==> config.mk <==
export PLATFORM = sky130hd
export DESIGN_NAME = tmc_io_ctrl
export DESIGN_NICKNAME = d
export VERILOG_FILES = /design/src/hw/tmc_io_ctrl.v
export VERILOG_INCLUDE_DIRS = /design/src /design/src/hw
export SDC_FILE = /design/constraint.sdc
export NUM_CORES = 2
export LEC_CHECK = 0
export ABC_CLOCK_PERIOD_IN_PS = 13400
export BUFFER_PORTS_ARGS = -buffer_cell sky130_fd_sc_hd__buf_4
export CAP_MARGIN = 40
export CORE_MARGIN = 2
export CORE_UTILIZATION = 25
export CTS_CLUSTER_DIAMETER = 80
export DETAILED_ROUTE_END_ITERATION = 7
export PLACE_DENSITY_LB_ADDON = 0.2
export SLEW_MARGIN = 20
export SYNTH_ARGS = -nofsm -noshare
export SYNTH_HDL_FRONTEND = slang
export SYNTH_SLANG_ARGS = --single-unit
==> constraint.sdc <==
create_clock -name ref_clk -period 13.4 [get_ports ref_clk]
set_input_delay 2.01 -clock ref_clk [delete_from_list [all_inputs] [get_ports ref_clk]]
set_output_delay 2.01 -clock ref_clk [all_outputs]
set_load 0.02 [all_outputs]
==> src/hw/tmc_consts.vh <==
// constants for the tension mode discrete i/o control block
// assumes a single 200 MHz reference clock and a plain register port
`ifndef TMC_CONSTS_VH
`define TMC_CONSTS_VH

// ***********************************************
// clock and timing
// ***********************************************
`define TMC_CLK_MHZ         200
`define TMC_MS_NS           1000000
`define TMC_CLK_NS          5
`define TMC_MS_CYC          (`TMC_MS_NS / `TMC_CLK_NS)
`define TMC_MOVE_MIN_MS_RST 16'h000a

// ***********************************************
// register offsets (byte addresses)
// ***********************************************
`define TMC_ADDR_W          10
`define TMC_OFS_CTRL        10'h000
`define TMC_OFS_MOVE_MIN    10'h004
`define TMC_OFS_ZERO_BAND   10'h008
`define TMC_OFS_STATUS      10'h00c
`define TMC_OFS_DIAMETER    10'h010
`define TMC_OFS_DSET_BASE   10'h100
`define TMC_DSET_SEL        2'h1

// ***********************************************
// control register fields
// ***********************************************
`define TMC_CTRL_MODE_LSB   0
`define TMC_CTRL_MODE_MSB   1
`define TMC_CTRL_ANALOG     2
`define TMC_CTRL_DIR        3
`define TMC_CTRL_SEL1_LSB   4
`define TMC_CTRL_SEL1_MSB   5
`define TMC_CTRL_SEL2       6
`define TMC_CTRL_RST        7'h04

`define TMC_MODE_SIMPLE     2'h0
`define TMC_MODE_HIGH1      2'h1
`define TMC_MODE_HIGH2      2'h2
`define TMC_SEL1_NONE       2'h0
`define TMC_SEL1_MOTION     2'h1
`define TMC_SEL1_BRAKE      2'h2

// ***********************************************
// operation data sets
// ***********************************************
`define TMC_FW              24
`define TMC_SPD_W           13
`define TMC_F_SPEED         3'h0
`define TMC_F_TENSION       3'h1
`define TMC_F_THICK         3'h2
`define TMC_F_INIT_DIA      3'h3
`define TMC_F_FINAL_DIA     3'h4
`define TMC_F_TAPER         3'h5
`define TMC_F_MAT_INERTIA   3'h6
`define TMC_F_CORE_INERTIA  3'h7
`define TMC_RST_THICK       24'h00_0032
`define TMC_RST_INIT_DIA    24'h00_01f4
`define TMC_RST_FINAL_DIA   24'h00_03e8
`define TMC_RST_TAPER       24'h00_0064
`define TMC_ZERO_BAND_RST   13'h000a
`define TMC_UM_PER_MM       16'h03e8

`endif

==> src/hw/tmc_io_ctrl.v <==
// discrete i/o control of a servo driver in tension control mode
// assumes pins arrive asynchronous, speed and status inputs come from
// logic on ref_clk, and software uses the plain register port
//
// Design decisions made here: the register addresses and strobed register access.
`timescale 1ns/1ps
`default_nettype none
`include "tmc_consts.vh"

module tmc_io_ctrl #(
   parameter MS_CYC = `TMC_MS_CYC
) (
   // clock, reset, enable
   input  wire                     ref_clk,
   input  wire                     arst_n,
   input  wire                     clk_en,
   // discrete pins from the controller
   input  wire                     cw_in,
   input  wire                     ccw_in,
   input  wire                     diameter_reset_input,
   input  wire                     shaft_release_input,
   input  wire                     data_select_bit0,
   input  wire                     data_select_bit1,
   input  wire                     data_select_bit2,
   // drive side status, same clock
   input  wire                     alarm_active,
   input  wire                     remote_active,
   input  wire                     test_active,
   input  wire                     copy_active,
   input  wire                     motor_running,
   input  wire                     roll_rev_pulse,
   input  wire [`TMC_SPD_W-1:0]    detected_speed,
   input  wire [`TMC_SPD_W-1:0]    internal_speed_pot,
   input  wire [`TMC_SPD_W-1:0]    external_speed_in,
   // register port
   input  wire [`TMC_ADDR_W-1:0]   reg_addr,
   input  wire [31:0]              reg_wdata,
   input  wire                     reg_wr,
   input  wire                     reg_rd,
   output reg  [31:0]              reg_rdata,
   // discrete outputs to the controller
   output reg                      ready_output,
   output reg                      motion_active_output,
   output reg                      brake_release_output,
   output reg                      speed_limited_output,
   output reg                      zero_speed_output,
   // motor loop commands
   output reg                      motor_enable,
   output reg                      motor_dir,
   output reg                      decel_request,
   output reg                      current_cut,
   output reg                      deviation_clear,
   output reg  [`TMC_SPD_W-1:0]    speed_limit_value,
   output reg  [`TMC_FW-1:0]       tension_cmd,
   output reg  [`TMC_FW-1:0]       thickness_cmd,
   output reg  [`TMC_FW-1:0]       taper_cmd,
   output reg  [`TMC_FW-1:0]       mat_inertia_cmd,
   output reg  [`TMC_FW-1:0]       core_inertia_cmd,
   output reg  [`TMC_FW-1:0]       diameter_um
);

   // ***********************************************
   // helpers
   // ***********************************************
   function [`TMC_FW-1:0] field_default;
      input [2:0] fld;
      begin
         case (fld)
            `TMC_F_THICK:     field_default = `TMC_RST_THICK;
            `TMC_F_INIT_DIA:  field_default = `TMC_RST_INIT_DIA;
            `TMC_F_FINAL_DIA: field_default = `TMC_RST_FINAL_DIA;
            `TMC_F_TAPER:     field_default = `TMC_RST_TAPER;
            default:          field_default = {`TMC_FW{1'b0}};
         endcase
      end
   endfunction

   function [`TMC_FW-1:0] mm_to_um;
      input [`TMC_FW-1:0] mm;
      reg   [39:0]        prod;
      begin
         prod     = mm * `TMC_UM_PER_MM;
         mm_to_um = prod[`TMC_FW-1:0];
      end
   endfunction

   // ***********************************************
   // pin synchronisers
   // ***********************************************
   reg  [6:0] pin_s1_r;
   reg  [6:0] pin_s2_r;
   reg        wreset_prev_r;

   always @(posedge ref_clk or negedge arst_n) begin
      if (!arst_n) begin
         pin_s1_r      <= 7'h00;
         pin_s2_r      <= 7'h00;
         wreset_prev_r <= 1'b0;
      end else if (clk_en) begin
         pin_s1_r      <= {data_select_bit2, data_select_bit1, data_select_bit0,
                           shaft_release_input, diameter_reset_input,
                           ccw_in, cw_in};
         pin_s2_r      <= pin_s1_r;
         wreset_prev_r <= pin_s2_r[2];
      end
   end

   wire       cw_s     = pin_s2_r[0];
   wire       ccw_s    = pin_s2_r[1];
   wire       wreset_s = pin_s2_r[2];
   wire       free_s   = pin_s2_r[3];
   wire [2:0] dsel_s   = pin_s2_r[6:4];
   wire       wreset_rise = wreset_s & ~wreset_prev_r;

   // ***********************************************
   // configuration registers
   // ***********************************************
   reg  [6:0]            ctrl_r;
   reg  [15:0]           move_min_ms_r;
   reg  [`TMC_SPD_W-1:0] zero_band_r;
   reg  [`TMC_FW-1:0]    dset_mem [0:63];
   reg  [2:0]            set_num_r;
   integer               i;

   wire [1:0] mode     = ctrl_r[`TMC_CTRL_MODE_MSB:`TMC_CTRL_MODE_LSB];
   wire       analog_en = ctrl_r[`TMC_CTRL_ANALOG];
   wire       dir_par  = ctrl_r[`TMC_CTRL_DIR];
   wire [1:0] sel1     = ctrl_r[`TMC_CTRL_SEL1_MSB:`TMC_CTRL_SEL1_LSB];
   wire       sel2_zv  = ctrl_r[`TMC_CTRL_SEL2];
   wire       high_mode = (mode == `TMC_MODE_HIGH1) | (mode == `TMC_MODE_HIGH2);
   wire       in_dset  = (reg_addr[9:8] == `TMC_DSET_SEL);
   wire [5:0] dset_idx = reg_addr[7:2];

   always @(posedge ref_clk or negedge arst_n) begin
      if (!arst_n) begin
         ctrl_r        <= `TMC_CTRL_RST;
         move_min_ms_r <= `TMC_MOVE_MIN_MS_RST;
         zero_band_r   <= `TMC_ZERO_BAND_RST;
         set_num_r     <= 3'h0;
         for (i = 0; i < 64; i = i + 1) begin
            dset_mem[i] <= field_default(i[2:0]);
         end
      end else if (clk_en) begin
         if (reg_wr) begin
            case (reg_addr)
               `TMC_OFS_CTRL:      ctrl_r        <= reg_wdata[6:0];
               `TMC_OFS_MOVE_MIN:  move_min_ms_r <= reg_wdata[15:0];
               `TMC_OFS_ZERO_BAND: zero_band_r   <= reg_wdata[`TMC_SPD_W-1:0];
               default: begin
                  if (in_dset) begin
                     dset_mem[dset_idx] <= reg_wdata[`TMC_FW-1:0];
                  end
               end
            endcase
         end
         // set number follows the select pins only while cw is off
         if (!cw_s) begin
            set_num_r <= dsel_s;
         end
      end
   end

   // ***********************************************
   // selected data set
   // ***********************************************
   wire [5:0]          set_base  = {set_num_r, 3'h0};
   wire [`TMC_FW-1:0]  f_speed   = dset_mem[set_base | {3'h0, `TMC_F_SPEED}];
   wire [`TMC_FW-1:0]  f_tension = dset_mem[set_base | {3'h0, `TMC_F_TENSION}];
   wire [`TMC_FW-1:0]  f_thick   = dset_mem[set_base | {3'h0, `TMC_F_THICK}];
   wire [`TMC_FW-1:0]  f_init    = dset_mem[set_base | {3'h0, `TMC_F_INIT_DIA}];
   wire [`TMC_FW-1:0]  f_final   = dset_mem[set_base | {3'h0, `TMC_F_FINAL_DIA}];
   wire [`TMC_FW-1:0]  f_taper   = dset_mem[set_base | {3'h0, `TMC_F_TAPER}];
   wire [`TMC_FW-1:0]  f_mat     = dset_mem[set_base | {3'h0, `TMC_F_MAT_INERTIA}];
   wire [`TMC_FW-1:0]  f_core    = dset_mem[set_base | {3'h0, `TMC_F_CORE_INERTIA}];

   reg  [`TMC_SPD_W-1:0] limit_nxt;
   always @* begin
      if (analog_en && set_num_r == 3'h0) begin
         limit_nxt = internal_speed_pot;
      end else if (analog_en && set_num_r == 3'h1) begin
         limit_nxt = external_speed_in;
      end else begin
         limit_nxt = f_speed[`TMC_SPD_W-1:0];
      end
   end

   // ***********************************************
   // run control
   // ***********************************************
   wire inhibit   = alarm_active | free_s | remote_active | test_active | copy_active;
   wire ccw_run   = ccw_s & ~high_mode;
   wire run_req   = (cw_s | ccw_run) & ~inhibit;
   wire ready_nxt = ~(inhibit | cw_s | ccw_s);
   // winding when the initial diameter is below the final one
   wire winding   = (f_init < f_final);
   wire unwinding = (f_init > f_final);

   // ***********************************************
   // motion active minimum on time
   // ***********************************************
   // ms prescaler keeps the hold counter narrow; it restarts when motion starts, so the hold has no slack
   reg  [31:0] ms_pre_r;
   reg  [15:0] hold_ms_r;
   reg         motion_r;
   wire        ms_tick = (ms_pre_r == MS_CYC - 1);

   always @(posedge ref_clk or negedge arst_n) begin
      if (!arst_n) begin
         ms_pre_r  <= 32'h0000_0000;
         hold_ms_r <= 16'h0000;
         motion_r  <= 1'b0;
      end else if (clk_en) begin
         if (motor_running && !motion_r) begin
            motion_r  <= 1'b1;
            hold_ms_r <= move_min_ms_r;
            ms_pre_r  <= 32'h0000_0000;
         end else if (motion_r) begin
            ms_pre_r <= ms_tick ? 32'h0000_0000 : ms_pre_r + 32'h0000_0001;
            if (ms_tick && hold_ms_r != 16'h0000) begin
               hold_ms_r <= hold_ms_r - 16'h0001;
            end
            if (!motor_running && hold_ms_r == 16'h0000) begin
               motion_r <= 1'b0;
            end
         end
      end
   end

   // ***********************************************
   // roll diameter
   // ***********************************************
   wire [`TMC_FW-1:0] two_thick = {f_thick[`TMC_FW-2:0], 1'b0};
   wire [`TMC_FW-1:0] init_um   = mm_to_um(f_init);
   wire [`TMC_FW-1:0] final_um  = mm_to_um(f_final);
   wire [`TMC_FW:0]   dia_up    = {1'b0, diameter_um} + {1'b0, two_thick};

   always @(posedge ref_clk or negedge arst_n) begin
      if (!arst_n) begin
         diameter_um <= {`TMC_FW{1'b0}};
      end else if (clk_en) begin
         if (wreset_rise && !motor_running) begin
            diameter_um <= init_um;
         end else if (high_mode && motor_running && roll_rev_pulse) begin
            // one layer per revolution, clamped at the final diameter
            if (winding) begin
               diameter_um <= (dia_up[`TMC_FW-1:0] > final_um || dia_up[`TMC_FW])
                              ? final_um : dia_up[`TMC_FW-1:0];
            end else if (unwinding) begin
               diameter_um <= (diameter_um < final_um + two_thick)
                              ? final_um : diameter_um - two_thick;
            end
         end
      end
   end

   // ***********************************************
   // outputs
   // ***********************************************
   always @(posedge ref_clk or negedge arst_n) begin
      if (!arst_n) begin
         ready_output         <= 1'b0;
         motion_active_output <= 1'b0;
         brake_release_output <= 1'b0;
         speed_limited_output <= 1'b0;
         zero_speed_output    <= 1'b0;
         motor_enable         <= 1'b0;
         motor_dir            <= 1'b0;
         decel_request        <= 1'b0;
         current_cut          <= 1'b0;
         deviation_clear      <= 1'b0;
         speed_limit_value    <= {`TMC_SPD_W{1'b0}};
         tension_cmd          <= {`TMC_FW{1'b0}};
         thickness_cmd        <= {`TMC_FW{1'b0}};
         taper_cmd            <= {`TMC_FW{1'b0}};
         mat_inertia_cmd      <= {`TMC_FW{1'b0}};
         core_inertia_cmd     <= {`TMC_FW{1'b0}};
      end else if (clk_en) begin
         ready_output         <= ready_nxt;
         motor_enable         <= run_req;
         if (run_req) begin
            motor_dir <= cw_s ? dir_par : ~dir_par;
         end
         // cw released: stopping ramp until the loop reports standstill
         decel_request        <= ~run_req & motor_running & ~free_s;
         current_cut          <= free_s;
         deviation_clear      <= free_s;
         motion_active_output <= (sel1 == `TMC_SEL1_MOTION) & motion_r;
         // brake released while driven or while the shaft is freed
         brake_release_output <= (sel1 == `TMC_SEL1_BRAKE)
                                 & (run_req | motor_running | free_s);
         speed_limited_output <= (detected_speed >= limit_nxt);
         zero_speed_output    <= sel2_zv & (detected_speed <= zero_band_r);
         speed_limit_value    <= limit_nxt;
         tension_cmd          <= f_tension;
         thickness_cmd        <= high_mode ? f_thick : {`TMC_FW{1'b0}};
         taper_cmd            <= high_mode ? f_taper : {`TMC_FW{1'b0}};
         mat_inertia_cmd      <= (mode == `TMC_MODE_HIGH2) ? f_mat
                                 : {`TMC_FW{1'b0}};
         core_inertia_cmd     <= (mode == `TMC_MODE_HIGH2) ? f_core
                                 : {`TMC_FW{1'b0}};
      end
   end

   // ***********************************************
   // register read
   // ***********************************************
   always @(posedge ref_clk or negedge arst_n) begin
      if (!arst_n) begin
         reg_rdata <= 32'h0000_0000;
      end else if (clk_en) begin
         reg_rdata <= 32'h0000_0000;
         if (reg_rd) begin
            case (reg_addr)
               `TMC_OFS_CTRL:      reg_rdata <= {25'h000_0000, ctrl_r};
               `TMC_OFS_MOVE_MIN:  reg_rdata <= {16'h0000, move_min_ms_r};
               `TMC_OFS_ZERO_BAND: reg_rdata <= {19'h0_0000, zero_band_r};
               `TMC_OFS_STATUS:    reg_rdata <= {20'h0_0000, set_num_r, motion_r,
                                                  motor_enable, speed_limited_output,
                                                  zero_speed_output, ready_output,
                                                  free_s, ccw_s, cw_s, winding};
               `TMC_OFS_DIAMETER:  reg_rdata <= {8'h00, diameter_um};
               default: begin
                  if (in_dset) begin
                     reg_rdata <= {8'h00, dset_mem[dset_idx]};
                  end
               end
            endcase
         end
      end
   end

endmodule
`default_nettype wire

==> run metrics <==
status=complete, no violations; Max Cap Viol=0; final setup margin=2.41 ns; Pwr Total=16.1 mW; cell leakage power=54.1 nW; initial DRC count=6308; crit end category=register; Worst setup SP type=register; worst hold slack=0.488 ns; Crit path largest cell delay=0.88 ns; Reg area=0.0459 mm2; Synth area leader=dfrtp_1; WP data required=14.20 ns; Final Cell Area=0.120 mm2; placed cell area=around 0.11 mm2; Yosys reg bits=1828; area grow syn2layout=16.4%; CTS sink cnt=1828; number of global-route vias before repair=70.6k; Post-synth EDFFs=0; Cell Area, Synth=just over 0.1 mm2; RSZ-0062 raised after global routing=no; # Post-CTS Setup Buffers=0; total gr overflow=0; CP Max Fanout=37; Hold WC Path Type=register to register; Core Region=0.413 mm2; total track usage=0.205; Least-Margin Pin Slew=0.983 ns; syn_area_per_cell=14.1 um2; Starting Density=0.251; routed length on met3=25600 um; width of the die=647 um; IO Pins=298; Seq/Total Area, Yosys=0.444; total internal power=10.8 mW; CTS clock-pin slew for the worst setup and hold paths=0.06 ns; Power Dens Cells=134 mW/mm2; H-tree depth=4; Net Sw Power=5.38 mW; hold buffers post-CTS=0; Syn. warnings=0; DR top layer=met5; Skew-Pair Late Insertion Delay=0.95 ns; gp weighted congestion=0.836; Fillers=41.5k; area occupied by multi-input gates=0.0542 mm2; switching part of the total=0.333; cell count after placement=12.7k; Clock power frac=0.371; Post-Syn Instances=7314; Post-synth top flop=dfrtp_1; first-pass iteration count of the detailed router=5; Synth cell types=91; met2 wire len=around 200000 um; final WL=approximately 440000 um; FP Rows=between 200 and 250; CTS tree=done; dominant cells by area after synthesis=dfrtp_1, mux2_2, mux4_2; VDD IR-drop max=0.000119 V; WL/cell=33.2 um; Clock Path Buffers=4; CTS buffer count=212; most used cell along the critical path=fa_1; Post-route DRC=0; final critical-path share of the clock period=0.820; nets@finish=7928; commonest cells after routing, fill and taps aside=dfrtp_1, mux2_2, mux4_2, buf_4, inv_1; Rel. slew slack=0.345; Seq pwr share=0.379; Final Util=0.292; Die Area=0.419 mm2; DR vias=68.9k; Comb power frac=0.250; Crit Path Class=register to register; Post-Route M1 WL=194000 um; crit path time final=10.99 ns; routed vias/inst=5.25; Slew Limit Fails=0; Peak Freq=0.0910 GHz; die height=647 um; CTS resizes=0; slowest stage cell, crit path=dfrtp_4; arrival time at the worst endpoint=11.79 ns; Final Hold Fails=0; worst clock skew=about 0.08 ns; DP HPWL=305000 um; post-synth top area share=0.406; most common library cell in the layout ignoring fill and taps=dfrtp_1; Setup Viol. Count Final=0; Post-synth ARST share=1.00; Layout Cells excl Fill=13.1k; dpl ws=~2.4 ns; share of cells above drive strength 1=0.469; Port Buffers=280; first-pass GRT wire length=between 600000 and 700000 um; largest net degree at the start of global routing=147; antenna-violating nets left=0; Setup TNS=0 ns; initial antenna violation count=30; Root Driver=clkbuf_16
-- layer usage --
metal  GRT usage  vias to the layer above
li1            -                    28000
met1       0.284                    38000
met2       0.326                     2269
met3      0.0334                      558
met4      0.0632                       14
met5           0                        -
-- layout make-up --
type,count,area share
clock buffer,337,0.0521
sequential,1828,0.381
tap,5474,0.0569
inverter,283,0.00886
clock inverter,52,0.00566
antenna,17,0.000353
timing repair buffer,568,0.0446
multi-input combinational,4571,0.450
-- critical path: cells and delay by family (launching register included) --
kind	cells	cell delay (ns)
compound gates	12	3.90
fa+ha+maj	7	3.13
mux	2	1.05
flops	1	0.88
simple gates	4	0.72
buf+inv	3	0.52
xor+xnor	2	0.52
-- synth_stat cells (121+ instances only) --
cell type / count
a21oi_1: 192
buf_2: 169
clkbuf_1: 340
dfrtp_1: 1679
dfstp_2: 149
fa_1: 121
ha_1: 244
inv_1: 278
mux2_2: 1615
mux2i_1: 232
mux4_2: 806
nand2_1: 125
nor2_1: 229
o21ai_0: 141
-- power by group through the flow --
stage / combinational (mW) / sequential [mW] / clock, mW
global route: 4.36 / 6.14 / 6.34
detailed placement: 4.04 / 6.21 / 0
CTS: 4.06 / 6.11 / 6.13
global placement: 3.99 / 6.21 / 0
finish: 4.04 / 6.12 / 5.99
floorplan: 2.69 / 6.04 / 0
-- flip-flops by register name (all words and copies together), names as in the netlist, 3 cells and up --
name and cells:
dset_mem 1536, ms_pre_r 32, core_inertia_cmd 24, mat_inertia_cmd 24, reg_rdata 24, taper_cmd 24
tension_cmd 24, thickness_cmd 24, diameter_um 23, hold_ms_r 16, move_min_ms_r 16, speed_limit_value 13
zero_band_r 13, ctrl_r 7, pin_s1_r 7, pin_s2_r 7, set_num_r 3
-- path summary, 6_finish.rpt --
check                                         startpoint                       endpoint  slack, ns  cells after the start
max                             set_num_r[0]$_DFFE_PN0P_     diameter_um[5]$_DFFE_PN0P_       2.41                     30
min                        thickness_cmd[14]$_DFFE_PN0P_  thickness_cmd[14]$_DFFE_PN0P_       0.49                      1
max reg2reg                     set_num_r[0]$_DFFE_PN0P_     diameter_um[5]$_DFFE_PN0P_       2.41                     30
min reg2reg                thickness_cmd[14]$_DFFE_PN0P_  thickness_cmd[14]$_DFFE_PN0P_       0.49                      1
max in group asynchronous                         arst_n    tension_cmd[18]$_DFFE_PN0P_       9.38                      4
min in group asynchronous                         arst_n   thickness_cmd[9]$_DFFE_PN0P_       1.04                      1
-- cells by family (layout without fill, tap and decap cells) --
family	count (synthesis)	after routing	share of synthesized area
AND/OR/NAND/NOR	641	641	0.0294
adder cells (fa/ha/maj)	365	365	0.0529
AO/OA/AOI/OAI	796	796	0.0528
XOR/XNOR	105	105	0.00909
flip-flops	1828	1828	0.444
multiplexers	2655	2655	0.374
buffers and inverters	923	1240	0.0381
other	1	26	0.0000362
Power figures use the tool's default switching activity.
